--- config.mk ---
export PLATFORM = sky130hd
export DESIGN_NAME = oaa_core
export DESIGN_NICKNAME = d
export VERILOG_FILES = /design/src/verilog/oaa_pkg.sv /design/src/verilog/oaa_core.sv
export SDC_FILE = /design/constraint.sdc
export NUM_CORES = 1
export LEC_CHECK = 0
export BUFFER_PORTS_ARGS = -buffer_cell sky130_fd_sc_hd__clkbuf_2
export CORE_MARGIN = 8
export CORE_UTILIZATION = 30
export DETAILED_ROUTE_END_ITERATION = 7
export PLACE_DENSITY = 0.49
export REMOVE_ABC_BUFFERS = 1
export SLEW_MARGIN = 5
export SYNTH_ARGS = -nofsm -noshare
export SYNTH_HDL_FRONTEND = slang
export SYNTH_SLANG_ARGS = --single-unit
--- constraint.sdc ---
create_clock -name aclk -period 4.3 [get_ports aclk]
set_clock_uncertainty 0.2 [all_clocks]
set_input_delay 0 -clock aclk [delete_from_list [all_inputs] [get_ports aclk]]
set_output_delay 0 -clock aclk [all_outputs]
set_load 0.01 [all_outputs]
--- src/verilog/oaa_pkg.sv ---
// Package of the output assignment and alarm option block.
// Assumes a 32-bit AXI4-Lite register bus and a 250 ms sampling tick from the controller.
package oaa_pkg;

  // ---------------------------------------------------------------
  // Register map
  // ---------------------------------------------------------------
  localparam logic [7:0] OAA_ADDR_CTRL   = 8'h00;
  localparam logic [7:0] OAA_ADDR_PERIOD = 8'h04;
  localparam logic [7:0] OAA_ADDR_OC_THR = 8'h08;
  localparam logic [7:0] OAA_ADDR_OC_HYS = 8'h0C;
  localparam logic [7:0] OAA_ADDR_ALMVAL = 8'h10;
  localparam logic [7:0] OAA_ADDR_STATUS = 8'h14;
  localparam logic [7:0] OAA_ADDR_CMD    = 8'h18;

  // Control register fields.
  localparam int OAA_CTRL_SEL2_LSB   = 0;
  localparam int OAA_CTRL_SEL3_LSB   = 4;
  localparam int OAA_CTRL_GLYPH      = 8;
  localparam int OAA_CTRL_SOAK_HOURS = 9;
  localparam int OAA_CTRL_TARGET_SP  = 10;
  localparam int OAA_CTRL_MAN_LIM    = 11;
  localparam int OAA_CTRL_AUTO_COOL  = 12;
  localparam int OAA_CTRL_OC_USE     = 13;
  localparam int OAA_CTRL_OC_LATCH   = 14;
  localparam int OAA_CMD_CANCEL      = 0;

  localparam logic [1:0] OAA_RESP_OKAY   = 2'h0;
  localparam logic [1:0] OAA_RESP_SLVERR = 2'h2;

  // ---------------------------------------------------------------
  // Sources and limits
  // ---------------------------------------------------------------
  typedef enum logic [3:0] {
    no_source          = 4'h0,
    src_heat           = 4'h1,
    src_cool           = 4'h2,
    src_first_alarm    = 4'h3,
    second_alarm       = 4'h4,
    third_alarm        = 4'h5,
    src_program_end    = 4'h6,
    switch_count_alarm = 4'h7,
    logic_flag_first   = 4'h8,
    logic_flag_eighth  = 4'hF
  } oaa_src_t;

  localparam logic [9:0]  OAA_PERIOD_MIN   = 10'h001;
  localparam logic [9:0]  OAA_PERIOD_MAX   = 10'h3E7;
  localparam logic [9:0]  OAA_PERIOD_RST   = 10'h004;
  // Currents in units of 0.1 A: 50.0 A and 0.1 A.
  localparam logic [9:0]  OAA_OC_THR_OFF   = 10'h1F4;
  localparam logic [9:0]  OAA_OC_HYS_MIN   = 10'h001;
  localparam logic [9:0]  OAA_OC_HYS_RST   = 10'h001;
  localparam logic [15:0] OAA_ALMVAL_RST   = 16'h0000;

  // ---------------------------------------------------------------
  // Carriers
  // ---------------------------------------------------------------
  typedef struct packed {
    logic       heat_out;
    logic       cool_out;
    logic [2:0] alarm;
    logic       program_end;
    logic       switch_count;
    logic [7:0] work_bits;
  } oaa_sources_t;

  typedef struct packed {
    logic heat_cool_mode;
    logic two_dof_pid;
    logic has_ctrl_out2;
    logic program_on;
    logic logic_op_used;
    logic setting_level;
  } oaa_mode_t;

endpackage : oaa_pkg

--- src/verilog/oaa_core.sv ---
// Output routing, display/program options, rate-of-change alarm and heater overcurrent alarm.
// Assumes mode, source and tick inputs come from logic on aclk; latch-cancel keys are pins.
//
// Summary of operation
// - Aux output 2 routes one source of sixteen; default second alarm.
// - Aux output 3 offers the same sources; default third alarm.
// - Cooling routed under heating-only control outputs zero, as 0% MV.
// - Program end routed while program is off keeps the output inactive.
// - Heating/cooling without control output 2 forces aux output 2 to cooling.
// - Work-bit sources cannot be selected when logic operation is unused.
// - Changing an assignment while program runs switches it to program end.
// - Glyph style bit: on gives 11-segment, off 7-segment; default on.
// - Soak time unit bit: minutes or hours; default minutes.
// - Deviation alarms use ramping or target set point; default ramping.
// - Manual output limit only under two-degree PID; default disabled.
// - Rate alarm compares PV difference per period with alarm value.
// - Rate period is 1 to 999 ticks of 250 ms; default 4.
// - Automatic cooling coefficient tuning enable; default off.
// - Overcurrent enable gates the overcurrent alarm; default enabled.
// - Latched overcurrent alarm holds until 50.0 A, reset or cancel.
// - Latched overcurrent output clears on entering a setting level.
// - Hysteresis 0.1 to 50.0 A applies only when used and unlatched.
// - Latch cancel clears all alarm latches together.
`timescale 1ns/1ns
module oaa_core
  import oaa_pkg::*;
(
  // Clock and reset
  input  wire logic         aclk,
  input  wire logic         aresetn,
  // AXI4-Lite slave
  input  wire logic [7:0]   s_axi_awaddr,
  input  wire logic         s_axi_awvalid,
  output logic              s_axi_awready,
  input  wire logic [31:0]  s_axi_wdata,
  input  wire logic [3:0]   s_axi_wstrb,
  input  wire logic         s_axi_wvalid,
  output logic              s_axi_wready,
  output logic [1:0]        s_axi_bresp,
  output logic              s_axi_bvalid,
  input  wire logic         s_axi_bready,
  input  wire logic [7:0]   s_axi_araddr,
  input  wire logic         s_axi_arvalid,
  output logic              s_axi_arready,
  output logic [31:0]       s_axi_rdata,
  output logic [1:0]        s_axi_rresp,
  output logic              s_axi_rvalid,
  input  wire logic         s_axi_rready,
  // Controller state and sources
  input  wire oaa_mode_t    mode,
  input  wire oaa_sources_t src,
  input  wire logic         sample_tick,
  input  wire logic [15:0]  process_value,
  input  wire logic [9:0]   heater_current,
  // Latch cancel pins
  input  wire logic         function_key,
  input  wire logic         event_cancel,
  // Outputs
  output logic              aux_out2,
  output logic              aux_out3,
  output logic              glyph_style_sel,
  output logic              soak_unit_hours,
  output logic              alarm_setpoint_source,
  output logic              manual_output_limit_en,
  output logic              auto_cool_coeff_tune,
  output logic              rate_alarm,
  output logic              overcurrent_alarm,
  output logic              latch_cancel_cmd
);

  // ---------------------------------------------------------------
  // State
  // ---------------------------------------------------------------
  typedef struct packed {
    logic        aw_ok;
    logic [7:0]  aw_addr;
    logic        w_ok;
    logic [31:0] wdata;
    logic [3:0]  wstrb;
    logic        bvalid;
    logic [1:0]  bresp;
    logic        rvalid;
    logic [31:0] rdata;
    logic [1:0]  rresp;
    logic        aw_rdy, w_rdy, ar_rdy;
    oaa_src_t    sel2;
    oaa_src_t    sel3;
    logic        glyph;
    logic        hours;
    logic        target_sp;
    logic        man_lim;
    logic        man_out;
    logic        auto_cool;
    logic        oc_use;
    logic        oc_latch;
    logic [9:0]  period;
    logic [9:0]  tick_cnt;
    logic [15:0] pv_prev;
    logic [15:0] alm_val;
    logic [9:0]  oc_thr;
    logic [9:0]  oc_hys;
    logic        oc_raw;
    logic        oc_out;
    logic        rate;
    logic        aux2;
    logic        aux3;
    logic        cancel;
    logic        level_prev;
    logic [2:0]  fk_sync;
    logic [2:0]  ev_sync;
    logic        fk_st;
    logic        ev_st;
  } oaa_state_t;

  oaa_state_t st_reg;
  oaa_state_t st_next;

  function automatic logic route(input oaa_src_t sel, input oaa_sources_t s, input oaa_mode_t m);
    logic r;
    r = 1'b0;
    if (sel >= logic_flag_first) begin
      r = s.work_bits[3'(sel - logic_flag_first)];
    end else begin
      unique case (sel)
        no_source:          r = 1'b0;
        src_heat:           r = s.heat_out;
        src_cool:           r = s.cool_out & m.heat_cool_mode;
        src_first_alarm:    r = s.alarm[0];
        second_alarm:       r = s.alarm[1];
        third_alarm:        r = s.alarm[2];
        src_program_end:    r = s.program_end & m.program_on;
        switch_count_alarm: r = s.switch_count;
        default:            r = 1'b0;
      endcase
    end
    return r;
  endfunction : route

  function automatic oaa_src_t pick(input oaa_src_t old, input logic [3:0] req, input oaa_mode_t m);
    oaa_src_t r;
    r = old;
    if (req >= 4'(logic_flag_first) && !m.logic_op_used) begin
      r = old;
    end else if (m.program_on && req != 4'(old)) begin
      r = src_program_end;
    end else begin
      r = oaa_src_t'(req);
    end
    return r;
  endfunction : pick

  function automatic logic [31:0] merge(input logic [31:0] old, input logic [31:0] d, input logic [3:0] be);
    logic [31:0] r;
    r = old;
    for (int i = 0; i < 4; i++) begin
      r[i*8 +: 8] = be[i] ? d[i*8 +: 8] : old[i*8 +: 8];
    end
    return r;
  endfunction : merge

  // ---------------------------------------------------------------
  // Next state
  // ---------------------------------------------------------------
  logic [31:0]        ctrl_word;
  logic [31:0]        wval;
  logic               do_write;
  logic               period_end;
  logic signed [16:0] pv_diff;
  logic               oc_clear;
  logic [10:0]        cur_plus_hys;

  always_comb begin
    st_next = st_reg;
    ctrl_word = 32'h0000_0000;
    ctrl_word[OAA_CTRL_SEL2_LSB +: 4] = st_reg.sel2;
    ctrl_word[OAA_CTRL_SEL3_LSB +: 4] = st_reg.sel3;
    ctrl_word[OAA_CTRL_GLYPH]      = st_reg.glyph;
    ctrl_word[OAA_CTRL_SOAK_HOURS] = st_reg.hours;
    ctrl_word[OAA_CTRL_TARGET_SP]  = st_reg.target_sp;
    ctrl_word[OAA_CTRL_MAN_LIM]    = st_reg.man_lim;
    ctrl_word[OAA_CTRL_AUTO_COOL]  = st_reg.auto_cool;
    ctrl_word[OAA_CTRL_OC_USE]     = st_reg.oc_use;
    ctrl_word[OAA_CTRL_OC_LATCH]   = st_reg.oc_latch;
    wval = 32'h0000_0000;
    st_next.cancel = 1'b0;

    // Write channel: address and data are taken in either order.
    if (s_axi_awvalid && !st_reg.aw_ok && !st_reg.bvalid) begin
      st_next.aw_ok = 1'b1;
      st_next.aw_addr = s_axi_awaddr;
    end
    if (s_axi_wvalid && !st_reg.w_ok && !st_reg.bvalid) begin
      st_next.w_ok = 1'b1;
      st_next.wdata = s_axi_wdata;
      st_next.wstrb = s_axi_wstrb;
    end
    do_write = st_reg.aw_ok && st_reg.w_ok;
    if (do_write) begin
      st_next.aw_ok = 1'b0;
      st_next.w_ok = 1'b0;
      st_next.bvalid = 1'b1;
      st_next.bresp = OAA_RESP_OKAY;
      unique case ({st_reg.aw_addr[7:2], 2'b00})
        OAA_ADDR_CTRL: begin
          wval = merge(ctrl_word, st_reg.wdata, st_reg.wstrb);
          st_next.sel2 = pick(st_reg.sel2, wval[OAA_CTRL_SEL2_LSB +: 4], mode);
          st_next.sel3 = pick(st_reg.sel3, wval[OAA_CTRL_SEL3_LSB +: 4], mode);
          st_next.glyph = wval[OAA_CTRL_GLYPH];
          st_next.hours = wval[OAA_CTRL_SOAK_HOURS];
          st_next.target_sp = wval[OAA_CTRL_TARGET_SP];
          st_next.man_lim = wval[OAA_CTRL_MAN_LIM];
          st_next.auto_cool = wval[OAA_CTRL_AUTO_COOL];
          st_next.oc_use = wval[OAA_CTRL_OC_USE];
          st_next.oc_latch = wval[OAA_CTRL_OC_LATCH];
        end
        OAA_ADDR_PERIOD: begin
          wval = merge({22'h0, st_reg.period}, st_reg.wdata, st_reg.wstrb);
          if (wval[31:0] < 32'(OAA_PERIOD_MIN)) begin
            st_next.period = OAA_PERIOD_MIN;
          end else if (wval[31:0] > 32'(OAA_PERIOD_MAX)) begin
            st_next.period = OAA_PERIOD_MAX;
          end else begin
            st_next.period = wval[9:0];
          end
        end
        OAA_ADDR_OC_THR: begin
          wval = merge({22'h0, st_reg.oc_thr}, st_reg.wdata, st_reg.wstrb);
          st_next.oc_thr = (wval[31:0] > 32'(OAA_OC_THR_OFF)) ? OAA_OC_THR_OFF : wval[9:0];
        end
        OAA_ADDR_OC_HYS: begin
          wval = merge({22'h0, st_reg.oc_hys}, st_reg.wdata, st_reg.wstrb);
          if (wval[31:0] < 32'(OAA_OC_HYS_MIN)) begin
            st_next.oc_hys = OAA_OC_HYS_MIN;
          end else if (wval[31:0] > 32'(OAA_OC_THR_OFF)) begin
            st_next.oc_hys = OAA_OC_THR_OFF;
          end else begin
            st_next.oc_hys = wval[9:0];
          end
        end
        OAA_ADDR_ALMVAL: begin
          wval = merge({16'h0, st_reg.alm_val}, st_reg.wdata, st_reg.wstrb);
          st_next.alm_val = wval[15:0];
        end
        OAA_ADDR_CMD:    st_next.cancel = st_reg.wstrb[0] & st_reg.wdata[OAA_CMD_CANCEL];
        OAA_ADDR_STATUS: st_next.bresp = OAA_RESP_OKAY;
        default:         st_next.bresp = OAA_RESP_SLVERR;
      endcase
    end
    if (st_reg.bvalid && s_axi_bready) begin
      st_next.bvalid = 1'b0;
    end

    // Read channel.
    if (s_axi_arvalid && !st_reg.rvalid) begin
      st_next.rvalid = 1'b1;
      st_next.rresp = OAA_RESP_OKAY;
      st_next.rdata = 32'h0000_0000;
      unique case ({s_axi_araddr[7:2], 2'b00})
        OAA_ADDR_CTRL:   st_next.rdata = ctrl_word;
        OAA_ADDR_PERIOD: st_next.rdata = {22'h0, st_reg.period};
        OAA_ADDR_OC_THR: st_next.rdata = {22'h0, st_reg.oc_thr};
        OAA_ADDR_OC_HYS: st_next.rdata = {22'h0, st_reg.oc_hys};
        OAA_ADDR_ALMVAL: st_next.rdata = {16'h0, st_reg.alm_val};
        OAA_ADDR_STATUS: st_next.rdata = {27'h0, st_reg.oc_raw, st_reg.oc_out, st_reg.rate,
                                          st_reg.aux3, st_reg.aux2};
        OAA_ADDR_CMD:    st_next.rdata = 32'h0000_0000;
        default:         st_next.rresp = OAA_RESP_SLVERR;
      endcase
    end else if (st_reg.rvalid && s_axi_rready) begin
      st_next.rvalid = 1'b0;
    end
    st_next.aw_rdy = !st_next.aw_ok && !st_next.bvalid;
    st_next.w_rdy  = !st_next.w_ok && !st_next.bvalid;
    st_next.ar_rdy = !st_next.rvalid;

    // Heating/cooling on a unit without control output 2 takes aux output 2 as cooling.
    if (mode.heat_cool_mode && !mode.has_ctrl_out2) begin
      st_next.sel2 = src_cool;
    end

    // Routing of the auxiliary outputs.
    st_next.aux2 = route(st_reg.sel2, src, mode);
    st_next.aux3 = route(st_reg.sel3, src, mode);
    st_next.man_out = st_next.man_lim & mode.two_dof_pid;

    // Pin synchronisers: a change counts once stages two and three agree.
    st_next.fk_sync = {st_reg.fk_sync[1:0], function_key};
    st_next.ev_sync = {st_reg.ev_sync[1:0], event_cancel};
    st_next.fk_st = (st_reg.fk_sync[2] == st_reg.fk_sync[1]) ? st_reg.fk_sync[2] : st_reg.fk_st;
    st_next.ev_st = (st_reg.ev_sync[2] == st_reg.ev_sync[1]) ? st_reg.ev_sync[2] : st_reg.ev_st;
    if ((st_next.fk_st && !st_reg.fk_st) || (st_next.ev_st && !st_reg.ev_st)) begin
      st_next.cancel = 1'b1;
    end

    // Rate-of-change alarm, evaluated at the end of each period.
    period_end = sample_tick && (st_reg.tick_cnt + 10'h001 >= st_reg.period);
    pv_diff = 17'($signed(process_value)) - 17'($signed(st_reg.pv_prev));
    if (sample_tick) begin
      st_next.tick_cnt = period_end ? 10'h000 : st_reg.tick_cnt + 10'h001;
    end
    if (period_end) begin
      st_next.pv_prev = process_value;
      st_next.rate = pv_diff > 17'($signed(st_reg.alm_val));
    end

    // Heater overcurrent detection with hysteresis only when unlatched.
    cur_plus_hys = {1'b0, heater_current} + (st_reg.oc_latch ? 11'h000 : {1'b0, st_reg.oc_hys});
    if (!st_reg.oc_use) begin
      st_next.oc_raw = 1'b0;
    end else if (heater_current > st_reg.oc_thr) begin
      st_next.oc_raw = 1'b1;
    end else if (cur_plus_hys < {1'b0, st_reg.oc_thr}) begin
      st_next.oc_raw = 1'b0;
    end
    st_next.level_prev = mode.setting_level;
    oc_clear = st_reg.cancel || (st_reg.oc_thr == OAA_OC_THR_OFF)
               || (mode.setting_level && !st_reg.level_prev);
    st_next.oc_out = st_reg.oc_use &
                     (st_next.oc_raw | (st_reg.oc_latch & st_reg.oc_out & !oc_clear));
  end

  always_ff @(posedge aclk) begin
    if (!aresetn) begin
      st_reg <= '0;
      st_reg.sel2 <= second_alarm;
      st_reg.sel3 <= third_alarm;
      st_reg.glyph <= 1'b1;
      st_reg.oc_use <= 1'b1;
      st_reg.period <= OAA_PERIOD_RST;
      st_reg.oc_thr <= OAA_OC_THR_OFF;
      st_reg.oc_hys <= OAA_OC_HYS_RST;
      st_reg.alm_val <= OAA_ALMVAL_RST;
      {st_reg.aw_rdy, st_reg.w_rdy, st_reg.ar_rdy} <= 3'h7;
    end else begin
      st_reg <= st_next;
    end
  end

  // ---------------------------------------------------------------
  // Outputs
  // ---------------------------------------------------------------
  assign s_axi_awready          = st_reg.aw_rdy;
  assign s_axi_wready           = st_reg.w_rdy;
  assign s_axi_bvalid           = st_reg.bvalid;
  assign s_axi_bresp            = st_reg.bresp;
  assign s_axi_arready          = st_reg.ar_rdy;
  assign s_axi_rvalid           = st_reg.rvalid;
  assign s_axi_rdata            = st_reg.rdata;
  assign s_axi_rresp            = st_reg.rresp;
  assign aux_out2               = st_reg.aux2;
  assign aux_out3               = st_reg.aux3;
  assign glyph_style_sel        = st_reg.glyph;
  assign soak_unit_hours        = st_reg.hours;
  assign alarm_setpoint_source  = st_reg.target_sp;
  assign manual_output_limit_en = st_reg.man_out;
  assign auto_cool_coeff_tune   = st_reg.auto_cool;
  assign rate_alarm             = st_reg.rate;
  assign overcurrent_alarm      = st_reg.oc_out;
  assign latch_cancel_cmd       = st_reg.cancel;
endmodule : oaa_core

# Yosys cells after proc, flatten, opt, wreduce, memory -nomap -nowiden
# Index checks and enable logic that the tools add are counted.
# totals
reg_bits	190
input_bits	109
elab_cells	208
# op_classes
eq_ne	32
n_reduce_logical	52
addsub	5
bitwise_logic	11
muxes	51
n_lt_le_gt_ge	15
# ops
cell	n
16-bit case mux with 6 select lines	1
8-bit two-way mux	9
10-bit two-way mux	7
32-bit by 9-bit greater-than comparator with 1-bit output, second input constant	2
32-bit by 1-bit less-than comparator with 1-bit output, second input constant	2
37-bit two-way mux	1
6-bit by 3-bit == test with 1-bit output, second input constant	6
4-bit by 3-bit == test with 1-bit output, second input constant	8
32-bit by 10-bit greater-than comparator with 1-bit output, second input constant	1
6-bit by 2-bit == test with 1-bit output, second input constant	4
11-bit two-way mux	2
1-bit logical AND	19
3-bit AND reduction	6
17-bit by 16-bit greater-than comparator with 1-bit output	1
1-bit two-way mux	17
16-bit by 16-bit subtractor with 17-bit output	1
4-bit by 2-bit == test with 1-bit output, second input constant	4
4-bit greater-or-equal comparator, second input constant	4
4-bit two-way mux	4
1-bit logical NOT	14
1-bit case mux with 7 select lines	2
7-bit OR reduction	2
6-bit by 1-bit == test with 1-bit output, second input constant	2
6-bit logical NOT	2
23 further kinds	45

# Logic depth before layout (Yosys ltp)
# Gate-level depths: netlist (run 1).
# depth
ltp_word	8
mapped_depth	16

# Worst setup path after synthesis (run 1)
# No wires, ideal clock.
# synth_path
path_type	register to register
start	register st_reg[67] in the netlist's numbering
end	register st_reg[63] in the netlist's numbering
slack_ns	1.063
stages_incl_launch_ff	15
arrival_ns	2.910
period_less_slack_ns	3.237
path_buffers	3
required_ns	3.972
path_cell_list	dfxtp_1 ha_1 and3_1 and3_1 clkbuf_1 nand3_1 xnor2_1 ha_1 a21o_1 a21o_1 a22oi_1 buf_2 buf_2 mux2i_1 nor2_1
# synth_via
elab_chain_len	3
# synth_rtl
item	line	text
start, declared	oaa_core.sv:115	oaa_state_t st_reg;
start signal, assigned	oaa_core.sv:335	st_reg <= st_next;
10-bit by 1-bit adder with 10-bit output	oaa_core.sv:296	period_end = sample_tick && (st_reg.tick_cnt + 10'h001 >= st_reg.period);
10-bit greater-or-equal comparator	oaa_core.sv:296	
1-bit logical AND	oaa_core.sv:296	
# Every way passes these cells.
# A chain may end at the register's enable or synchronous reset.

# Worst setup path in the final report (run 1)
# layout_path
start	register st_reg, in the netlist ctrl_word[14]
end	register st_reg, in the netlist overcurrent_alarm
# layout_via
elab_chain_len	8
# layout_rtl
item	line	text
10-bit two-way mux	oaa_core.sv:307	cur_plus_hys = {1'b0, heater_current} + (st_reg.oc_latch ? 11'h000 : {1'b0, st_reg.oc_hys});
10-bit by 10-bit adder with 11-bit output	oaa_core.sv:307	
11-bit by 10-bit less-than comparator with 1-bit output	oaa_core.sv:312	end else if (cur_plus_hys < {1'b0, st_reg.oc_thr}) begin
1-bit two-way mux	oaa_core.sv:312	
1-bit two-way mux	oaa_core.sv:310	end else if (heater_current > st_reg.oc_thr) begin
1-bit two-way mux	oaa_core.sv:308	if (!st_reg.oc_use) begin
1-bit OR (*)	oaa_core.sv:319	(st_next.oc_raw | (st_reg.oc_latch & st_reg.oc_out & !oc_clear));
1-bit bitwise AND (*)	oaa_core.sv:318	st_next.oc_out = st_reg.oc_use &
# Mark *: on every way between the ends. The rest lies on a longest branch, timed or not.

==> impl_metrics.env, run 1 <==
export IMPL_core_area_um2=33600
export IMPL_cts_sinks=170
export IMPL_synth_area_leader_cell="dfxtp_1"
export IMPL_cp_num_buf_inv=0
export IMPL_drtIter0Drc=604
export IMPL_vias_per_cell=4.96
export IMPL_cp_max_fo=9
export IMPL_overflow=0
export IMPL_via_count=9489
export IMPL_pin_count=160
export IMPL_finalMaxSlewViolations=0
export IMPL_ys_flop_type="dfxtp_1"
export IMPL_cp_required_ps=4410
export IMPL_r2r_slack_ps=670
export IMPL_critPathMaxStageDelay_ps=610
export IMPL_largest_reg_flops=122
export IMPL_dieHeight_um=201
export IMPL_power_density_nw_per_um2=305
export IMPL_finalCritPeriodShare_pct=84.4
export IMPL_start_util_pct=30.5
export IMPL_arrival_ps=3740
export IMPL_syn_area_um2=10300
export IMPL_ir_drop_mv=0.267
export IMPL_crit_path_end_kind="register"
export IMPL_clk_pin_slew_worst_paths_ps=70
export IMPL_firstDrtPassIters=5
export IMPL_synth_avg_cell_area_um2=8.19
export IMPL_grt_usage_pct=15.8
export IMPL_clk_latency_ps=440
export IMPL_syn_to_final_growth_pct=26.2
export IMPL_outcome="finished, final reports clean"
export IMPL_grt_pass1_vias=9629
export IMPL_post_route_drc_count=0
export IMPL_grt_first_pass_wirelength_mm=51.9
export IMPL_synth_warnings=0
export IMPL_cap_violations=0
export IMPL_synth_distinct_cells=76
export IMPL_cts_buffers=17
export IMPL_synth_edf_count=0
export IMPL_dieWidth_um=201
export IMPL_finalSetupViolCount=0
export IMPL_diodes=0
export IMPL_htree_levels=4
export IMPL_tns_ps=0
export IMPL_synth_seq_cells=170
export IMPL_cp_start_kind="register"
export IMPL_drive_gt1_share_pct=14.6
export IMPL_cts_repair_resized=0
export IMPL_worst_pin_slew_ps=1250
export IMPL_crit_path_top_delay_cell="dfxtp_1"
export IMPL_synth_top_area_share_pct=33.2
export IMPL_grt_max_degree=53
export IMPL_crit_chain="nor2_1 -> ha_1 -> fa_1 -> a21oi_1 -> o21bai_1 -> a21oi_1 -> o21bai_1 -> xor2_1 -> ha_1 -> o21ai_0 -> nor2_1 -> nor3_1 -> o21ai_0 -> a221oi_1 -> o211ai_1"
export IMPL_wire_per_inst_um=16.9
export IMPL_p_leak_uw=0.00563
export IMPL_ys_seq_area_share_pct=33.2
export IMPL_relSlewSlack_pct=16.4
export IMPL_antenna_found_initial=0
export IMPL_path_delay_family="compound AO/OA/AOI/OAI gates"
export IMPL_worst_setup_path_type="register to register"
export IMPL_hp_class="input pin to register"
export IMPL_clockBufferDepth=2
export IMPL_cts_tree="built"
export IMPL_synthTopCellsByArea="dfxtp_1 33%, ha_1 8.9%, nand2_1 5.5%, a21oi_1 5.2%, mux2i_1 4.7%"
export IMPL_nets=1638
export IMPL_fin_crit_ps=3630
export IMPL_synthArstFlopShare_pct=0
export IMPL_wl_mm=32.3
export IMPL_final_util_pct=38.5
export IMPL_num_rows=67
export IMPL_place_inst=1760
export IMPL_place_congestion=0.830
export IMPL_postRouteAntennaNets=0
export IMPL_rsz0062_at_grt="no"
export IMPL_final_cells=1913
export IMPL_fillers=3436
export IMPL_hold_violations=0
export IMPL_dp_hpwl_mm=24.0
export IMPL_cts_root_buf="clkbuf_16"
export IMPL_fmax_ghz=0.276
export IMPL_portBuffers=137
export IMPL_die_area_um2=40400
export IMPL_postSynthCellCount=1253
[timing repair]
| action | in CTS | in global routing |
|---|---|---|
| buffers inserted | 0 | 0 |
| hold endpoints to repair | 101 | 0 |
| hold buffers | 123 | 0 |
[final cells by class]
| type | count | area, um2 | area share, % |
|---|---|---|---|
| Timing Repair Buffer | 272 | 2010 | 15.5 |
| Multi-Input combinational cell | 923 | 6110 | 47.1 |
| Sequential cell | 170 | 3400 | 26.3 |
| Clock buffer | 22 | 474 | 3.66 |
| Clock inverter | 8 | 143 | 1.10 |
| Inverter | 70 | 264 | 2.04 |
| Tap cell | 448 | 561 | 4.33 |
[worst paths after layout]
path,startpoint,end,depth (start not counted)
hold / removal,s_axi_wvalid,st_reg[180],4
hold reg to reg,st_next[6],st_next[7],1
setup / recovery,ctrl_word[14],overcurrent_alarm,15
setup reg to reg,ctrl_word[14],overcurrent_alarm,15
[routing by layer]
layer,GRT usage [%],up-vias,routed length [um]
met1,20.8,4429,15200
li1,-,4790,-
met4,3.92,0,445
met3,2.87,30,1410
met5,0,-,0
met2,26.4,240,15200
[metrics by stage]
stage	power [uW]	setup slack, ps	instance area, um2	hold WS (ps)
finish	3960	673	13000	3.51
global placement	2230	675	11100	2.48
floorplan	2030	278	9760	-138
detailed placement	2240	685	11100	6.58
CTS	4010	650	13000	0.770
global route	4160	369	13000	26.0
[synthesized netlist by cell type, types with 12 or more instances]
| master | instances |
|---|---|
| a211oi_1 | 12 |
| a21o_1 | 19 |
| a21oi_1 | 107 |
| a22oi_1 | 22 |
| and2_1 | 18 |
| buf_2 | 13 |
| buf_4 | 38 |
| clkbuf_1 | 49 |
| dfxtp_1 | 170 |
| ha_1 | 73 |
| inv_1 | 69 |
| mux2i_1 | 48 |
| nand2_1 | 150 |
| nand2b_1 | 16 |
| nand3_1 | 33 |
| nand4_1 | 18 |
| nor2_1 | 95 |
| nor2b_1 | 21 |
| nor3_1 | 12 |
| o21ai_0 | 54 |
| xnor2_1 | 22 |
| xor2_1 | 14 |
[cell families after synthesis]
group                      synth area share [%]
xor gates and xnor gates                   3.07
buffers and inverters                      8.09
AOI/OAI and AO/OA                          19.2
DFF                                        33.2
adders and majority gates                  9.29
and+or+nand+nor                            20.5
other                                    0.0365
muxes                                      6.65
[cell usage in the layout (no fill, tap or decap), types with 6 or more instances in the layout]
cell	n
a21oi_1	107
or3_1	7
nor2b_1	21
or4_1	9
mux2i_1	48
nand2b_1	16
dfxtp_1	170
clkbuf_2	137
o21a_1	10
conb_1	18
a31oi_1	7
nor2_1	95
ha_1	73
a221oi_1	6
a22oi_1	21
nand3b_1	7
o21ai_0	54
inv_1	69
dlygate4sd3_1	123
nor3_1	12
a211oi_1	12
nor4_1	9
buf_4	12
o22a_1	6
nand2_1	150
a22o_1	7
nand4_1	18
and3_1	10
clkbuf_16	17
xnor2_1	22
mux4_2	8
a31o_2	6
xor2_1	14
a21o_1	19
and2_1	18
nand3_1	33
[power breakdown]
group / switching (uW) / internal (uW)
clock network: 648 / 1010
registers: 67.7 / 1620
logic: 315 / 295
total: 1030 / 2930
[tightest hold or removal path: cells and delay by family]
family,cells,cell delay [ps]
AO/OA/AOI/OAI,1,210
AND/OR/NAND/NOR,1,40
buffers and inverters,2,330
(Power assumes the default switching activity.)
==> run 2, diff against run 1 <==
--- a/config.mk
+++ b/config.mk
@@ -9,7 +9,7 @@
 export CORE_MARGIN = 8
 export CORE_UTILIZATION = 30
 export DETAILED_ROUTE_END_ITERATION = 7
-export PLACE_DENSITY = 0.49
+export PLACE_DENSITY = 0.5
 export REMOVE_ABC_BUFFERS = 1
 export SLEW_MARGIN = 5
 export SYNTH_ARGS = -nofsm -noshare
==> constraint.sdc (replaced) <==
create_clock -name aclk -period 2.9 [get_ports aclk]
set_clock_uncertainty 0.2 [all_clocks]
set_input_delay 0 -clock aclk [delete_from_list [all_inputs] [get_ports aclk]]
set_output_delay 0 -clock aclk [all_outputs]
set_load 0.01 [all_outputs]
==> run 2 against run 1 <==
Against the previous run: the run now ends with negative hold slack, negative setup slack left; global-route usage grew 0.66 points; via count grew 5.1%; routed wire length grew 5.4%; utilization grew 3.3 points; largest power group unchanged; highest routed layer unchanged.
==> impl_metrics.env, run 2 (synthesis gave the netlist of run 1 again) <==
export IMPL_outcome="finished, violations left"
export IMPL_violations="negative hold slack, negative setup slack"
export IMPL_firstDrtPassIters=7
export IMPL_finalSetupViolCount=3
export IMPL_clockBufferDepth=2
export IMPL_critPathMaxStageDelay_ps=340
export IMPL_final_area_um2=14100
export IMPL_grt_first_pass_wirelength_mm=54.7
export IMPL_seqCellArea_um2=3420
export IMPL_start_util_pct=30.5
export IMPL_cp_num_buf_inv=0
export IMPL_r2r_cells=14
export IMPL_via_count=9973
export IMPL_drtIter0Drc=563
export IMPL_largest_reg_flops=122
export IMPL_dp_hpwl_mm=25.3
export IMPL_hold_depth=6
export IMPL_relSlewSlack_pct=57.2
export IMPL_antenna_found_initial=0
export IMPL_power_uw=5960
export IMPL_diodes=0
export IMPL_dpl_instance_area_um2=11900
export IMPL_arrival_ps=3390
export IMPL_drive_gt1_share_pct=23.2
export IMPL_finalCritPeriodShare_pct=112
export IMPL_postRouteAntennaNets=0
export IMPL_rsz0062_at_grt="yes"
export IMPL_dieHeight_um=201
export IMPL_crit_path_top_delay_cell="dfxtp_2"
export IMPL_wire_per_inst_um=16.9
export IMPL_hold_slack_ps=-13.3
export IMPL_power_density_nw_per_um2=423
export IMPL_path_delay_family="compound AO/OA/AOI/OAI gates"
export IMPL_fin_crit_ps=3260
export IMPL_clk_pin_slew_worst_paths_ps=70
export IMPL_multi_input_area_um2=6330
export IMPL_final_util_pct=41.9
export IMPL_r2r_start="st_reg[51]"
export IMPL_grt_usage_pct=16.5
export IMPL_dieWidth_um=201
export IMPL_final_cells=2020
export IMPL_hp_start="heater_current[8]"
export IMPL_worst_setup_path_type="register to register"
export IMPL_cap_violations=0
export IMPL_ir_drop_mv=0.421
export IMPL_hold_end="st_reg[14]"
export IMPL_cp_max_fo=3
export IMPL_wl_mm=34.1
export IMPL_vias_per_cell=4.94
export IMPL_core_area_um2=33600
export IMPL_nets=1744
export IMPL_overflow=0
export IMPL_layout_common_cells="163 x dfxtp_1, 150 x nand2_1, 137 x clkbuf_2"
export IMPL_portBuffers=137
export IMPL_r2r_slack_ps=-360
export IMPL_place_ws_ps=-590
export IMPL_post_route_drc_count=0
export IMPL_place_congestion=0.860
export IMPL_htree_levels=4
export IMPL_hp_class="input pin to register"
export IMPL_cp_start_kind="register"
export IMPL_pin_count=160
export IMPL_crit_path_end_kind="register"
export IMPL_worst_pin_slew_ps=638
export IMPL_cts_buffers=17
export IMPL_syn_to_final_growth_pct=37.2
export IMPL_reg2reg_to="rate_alarm"
export IMPL_crit_chain="ha_4 -> fa_2 -> nor2b_2 -> o31a_1 -> o211ai_1 -> a21oi_2 -> nor4_2 -> a311oi_2 -> ha_1 -> a21o_1 -> a211oi_2 -> nand3_1 -> o2111ai_1 -> o21ai_1"
export IMPL_grt_pass1_vias=10300
export IMPL_cts_sinks=170
export IMPL_finalMaxSlewViolations=0
export IMPL_mostFrequentLayoutCell="dfxtp_1"
export IMPL_fin_ws_ps=-362
export IMPL_clk_latency_ps=440
export IMPL_cts_tree="built"
export IMPL_cp_required_ps=3030
export IMPL_fillers=3373
export IMPL_grt_max_degree=78
export IMPL_die_area_um2=40400
export IMPL_place_inst=1852
export IMPL_p_leak_uw=0.00619
export IMPL_num_rows=67
export IMPL_cts_root_buf="clkbuf_16"
export IMPL_fmax_ghz=0.307
export IMPL_hold_violations=1
-- run 2: cell types whose count changed in the layout (fill, tap and decap cells not counted), moves of 5 or more --
cell	change
a21oi_2	+7
buf_4	+87
ha_1	-6
buf_12	+5
dlygate4sd3_1	+8
buf_6	+6
dfxtp_1	-7
a21oi_1	-7
o21ai_1	+7
o21ai_0	-9
-- run 2: worst max-delay path by stage --
stage,from,endpoint,slack (ps),cells after the start
5_1_grt,st_reg[51],rate_alarm,-510,14
4_1_cts,st_reg[51],rate_alarm,-370,14
3_5_place_dp,st_reg[51],rate_alarm,-590,14
2_1_floorplan,st_reg[67],rate_alarm,-1120,11
3_3_place_gp,st_reg[51],rate_alarm,-490,14
6_report,st_reg[51],rate_alarm,-360,14
-- run 2: per-stage QoR --
step | setup TNS (ps) | hold slack, ps
2_1_floorplan | -21980 | -138
3_3_place_gp | -1110 | 3.10
3_5_place_dp | -1970 | 7.78
4_1_cts | -642 | 1.55
5_1_grt | -2350 | 27.4
6_report | -635 | -13.3
-- run 2: layer usage --
metal	share of wire (%)	global-route usage (%)	vias up
met5	0	0	-
met1	46	21.0	4707
met4	1.5	4.10	0
met3	4.4	3.07	32
li1	-	-	5000
met2	48	28.2	234
-- run 2: power by group --
part | internal, uW | switching (uW) | total (uW)
sequential | 2400 | 88.9 | 2490
combinational | 529 | 522 | 1050
clock | 1330 | 1090 | 2420
-- run 2: area by class of cell --
cell class | instances | area share (%)
Inverter | 70 | 1.87
Sequential cell | 170 | 24.3
Clock buffer | 19 | 3.15
Tap cell | 448 | 3.98
Timing Repair Buffer | 378 | 20.7
Multi-Input combinational cell | 923 | 44.9
Clock inverter | 12 | 1.12
-- run 2: worst reg2reg max path, cell delays in order (launching register included) --
cell	delay, ps
dfxtp_2	340
ha_4	160
fa_2	340
nor2b_2	140
o31a_1	200
o211ai_1	150
a21oi_2	230
nor4_2	80
a311oi_2	240
ha_1	300
a21o_1	180
a211oi_2	250
nand3_1	100
o2111ai_1	180
o21ai_1	70
-- run 2: timing repair --
item,in CTS,in global routing
pin swaps,22,33
endpoints found under the setup margin,18,25
resized for setup,32,42
endpoints found under the hold margin,106,0
hold buffers,131,0
buffers inserted,2,5
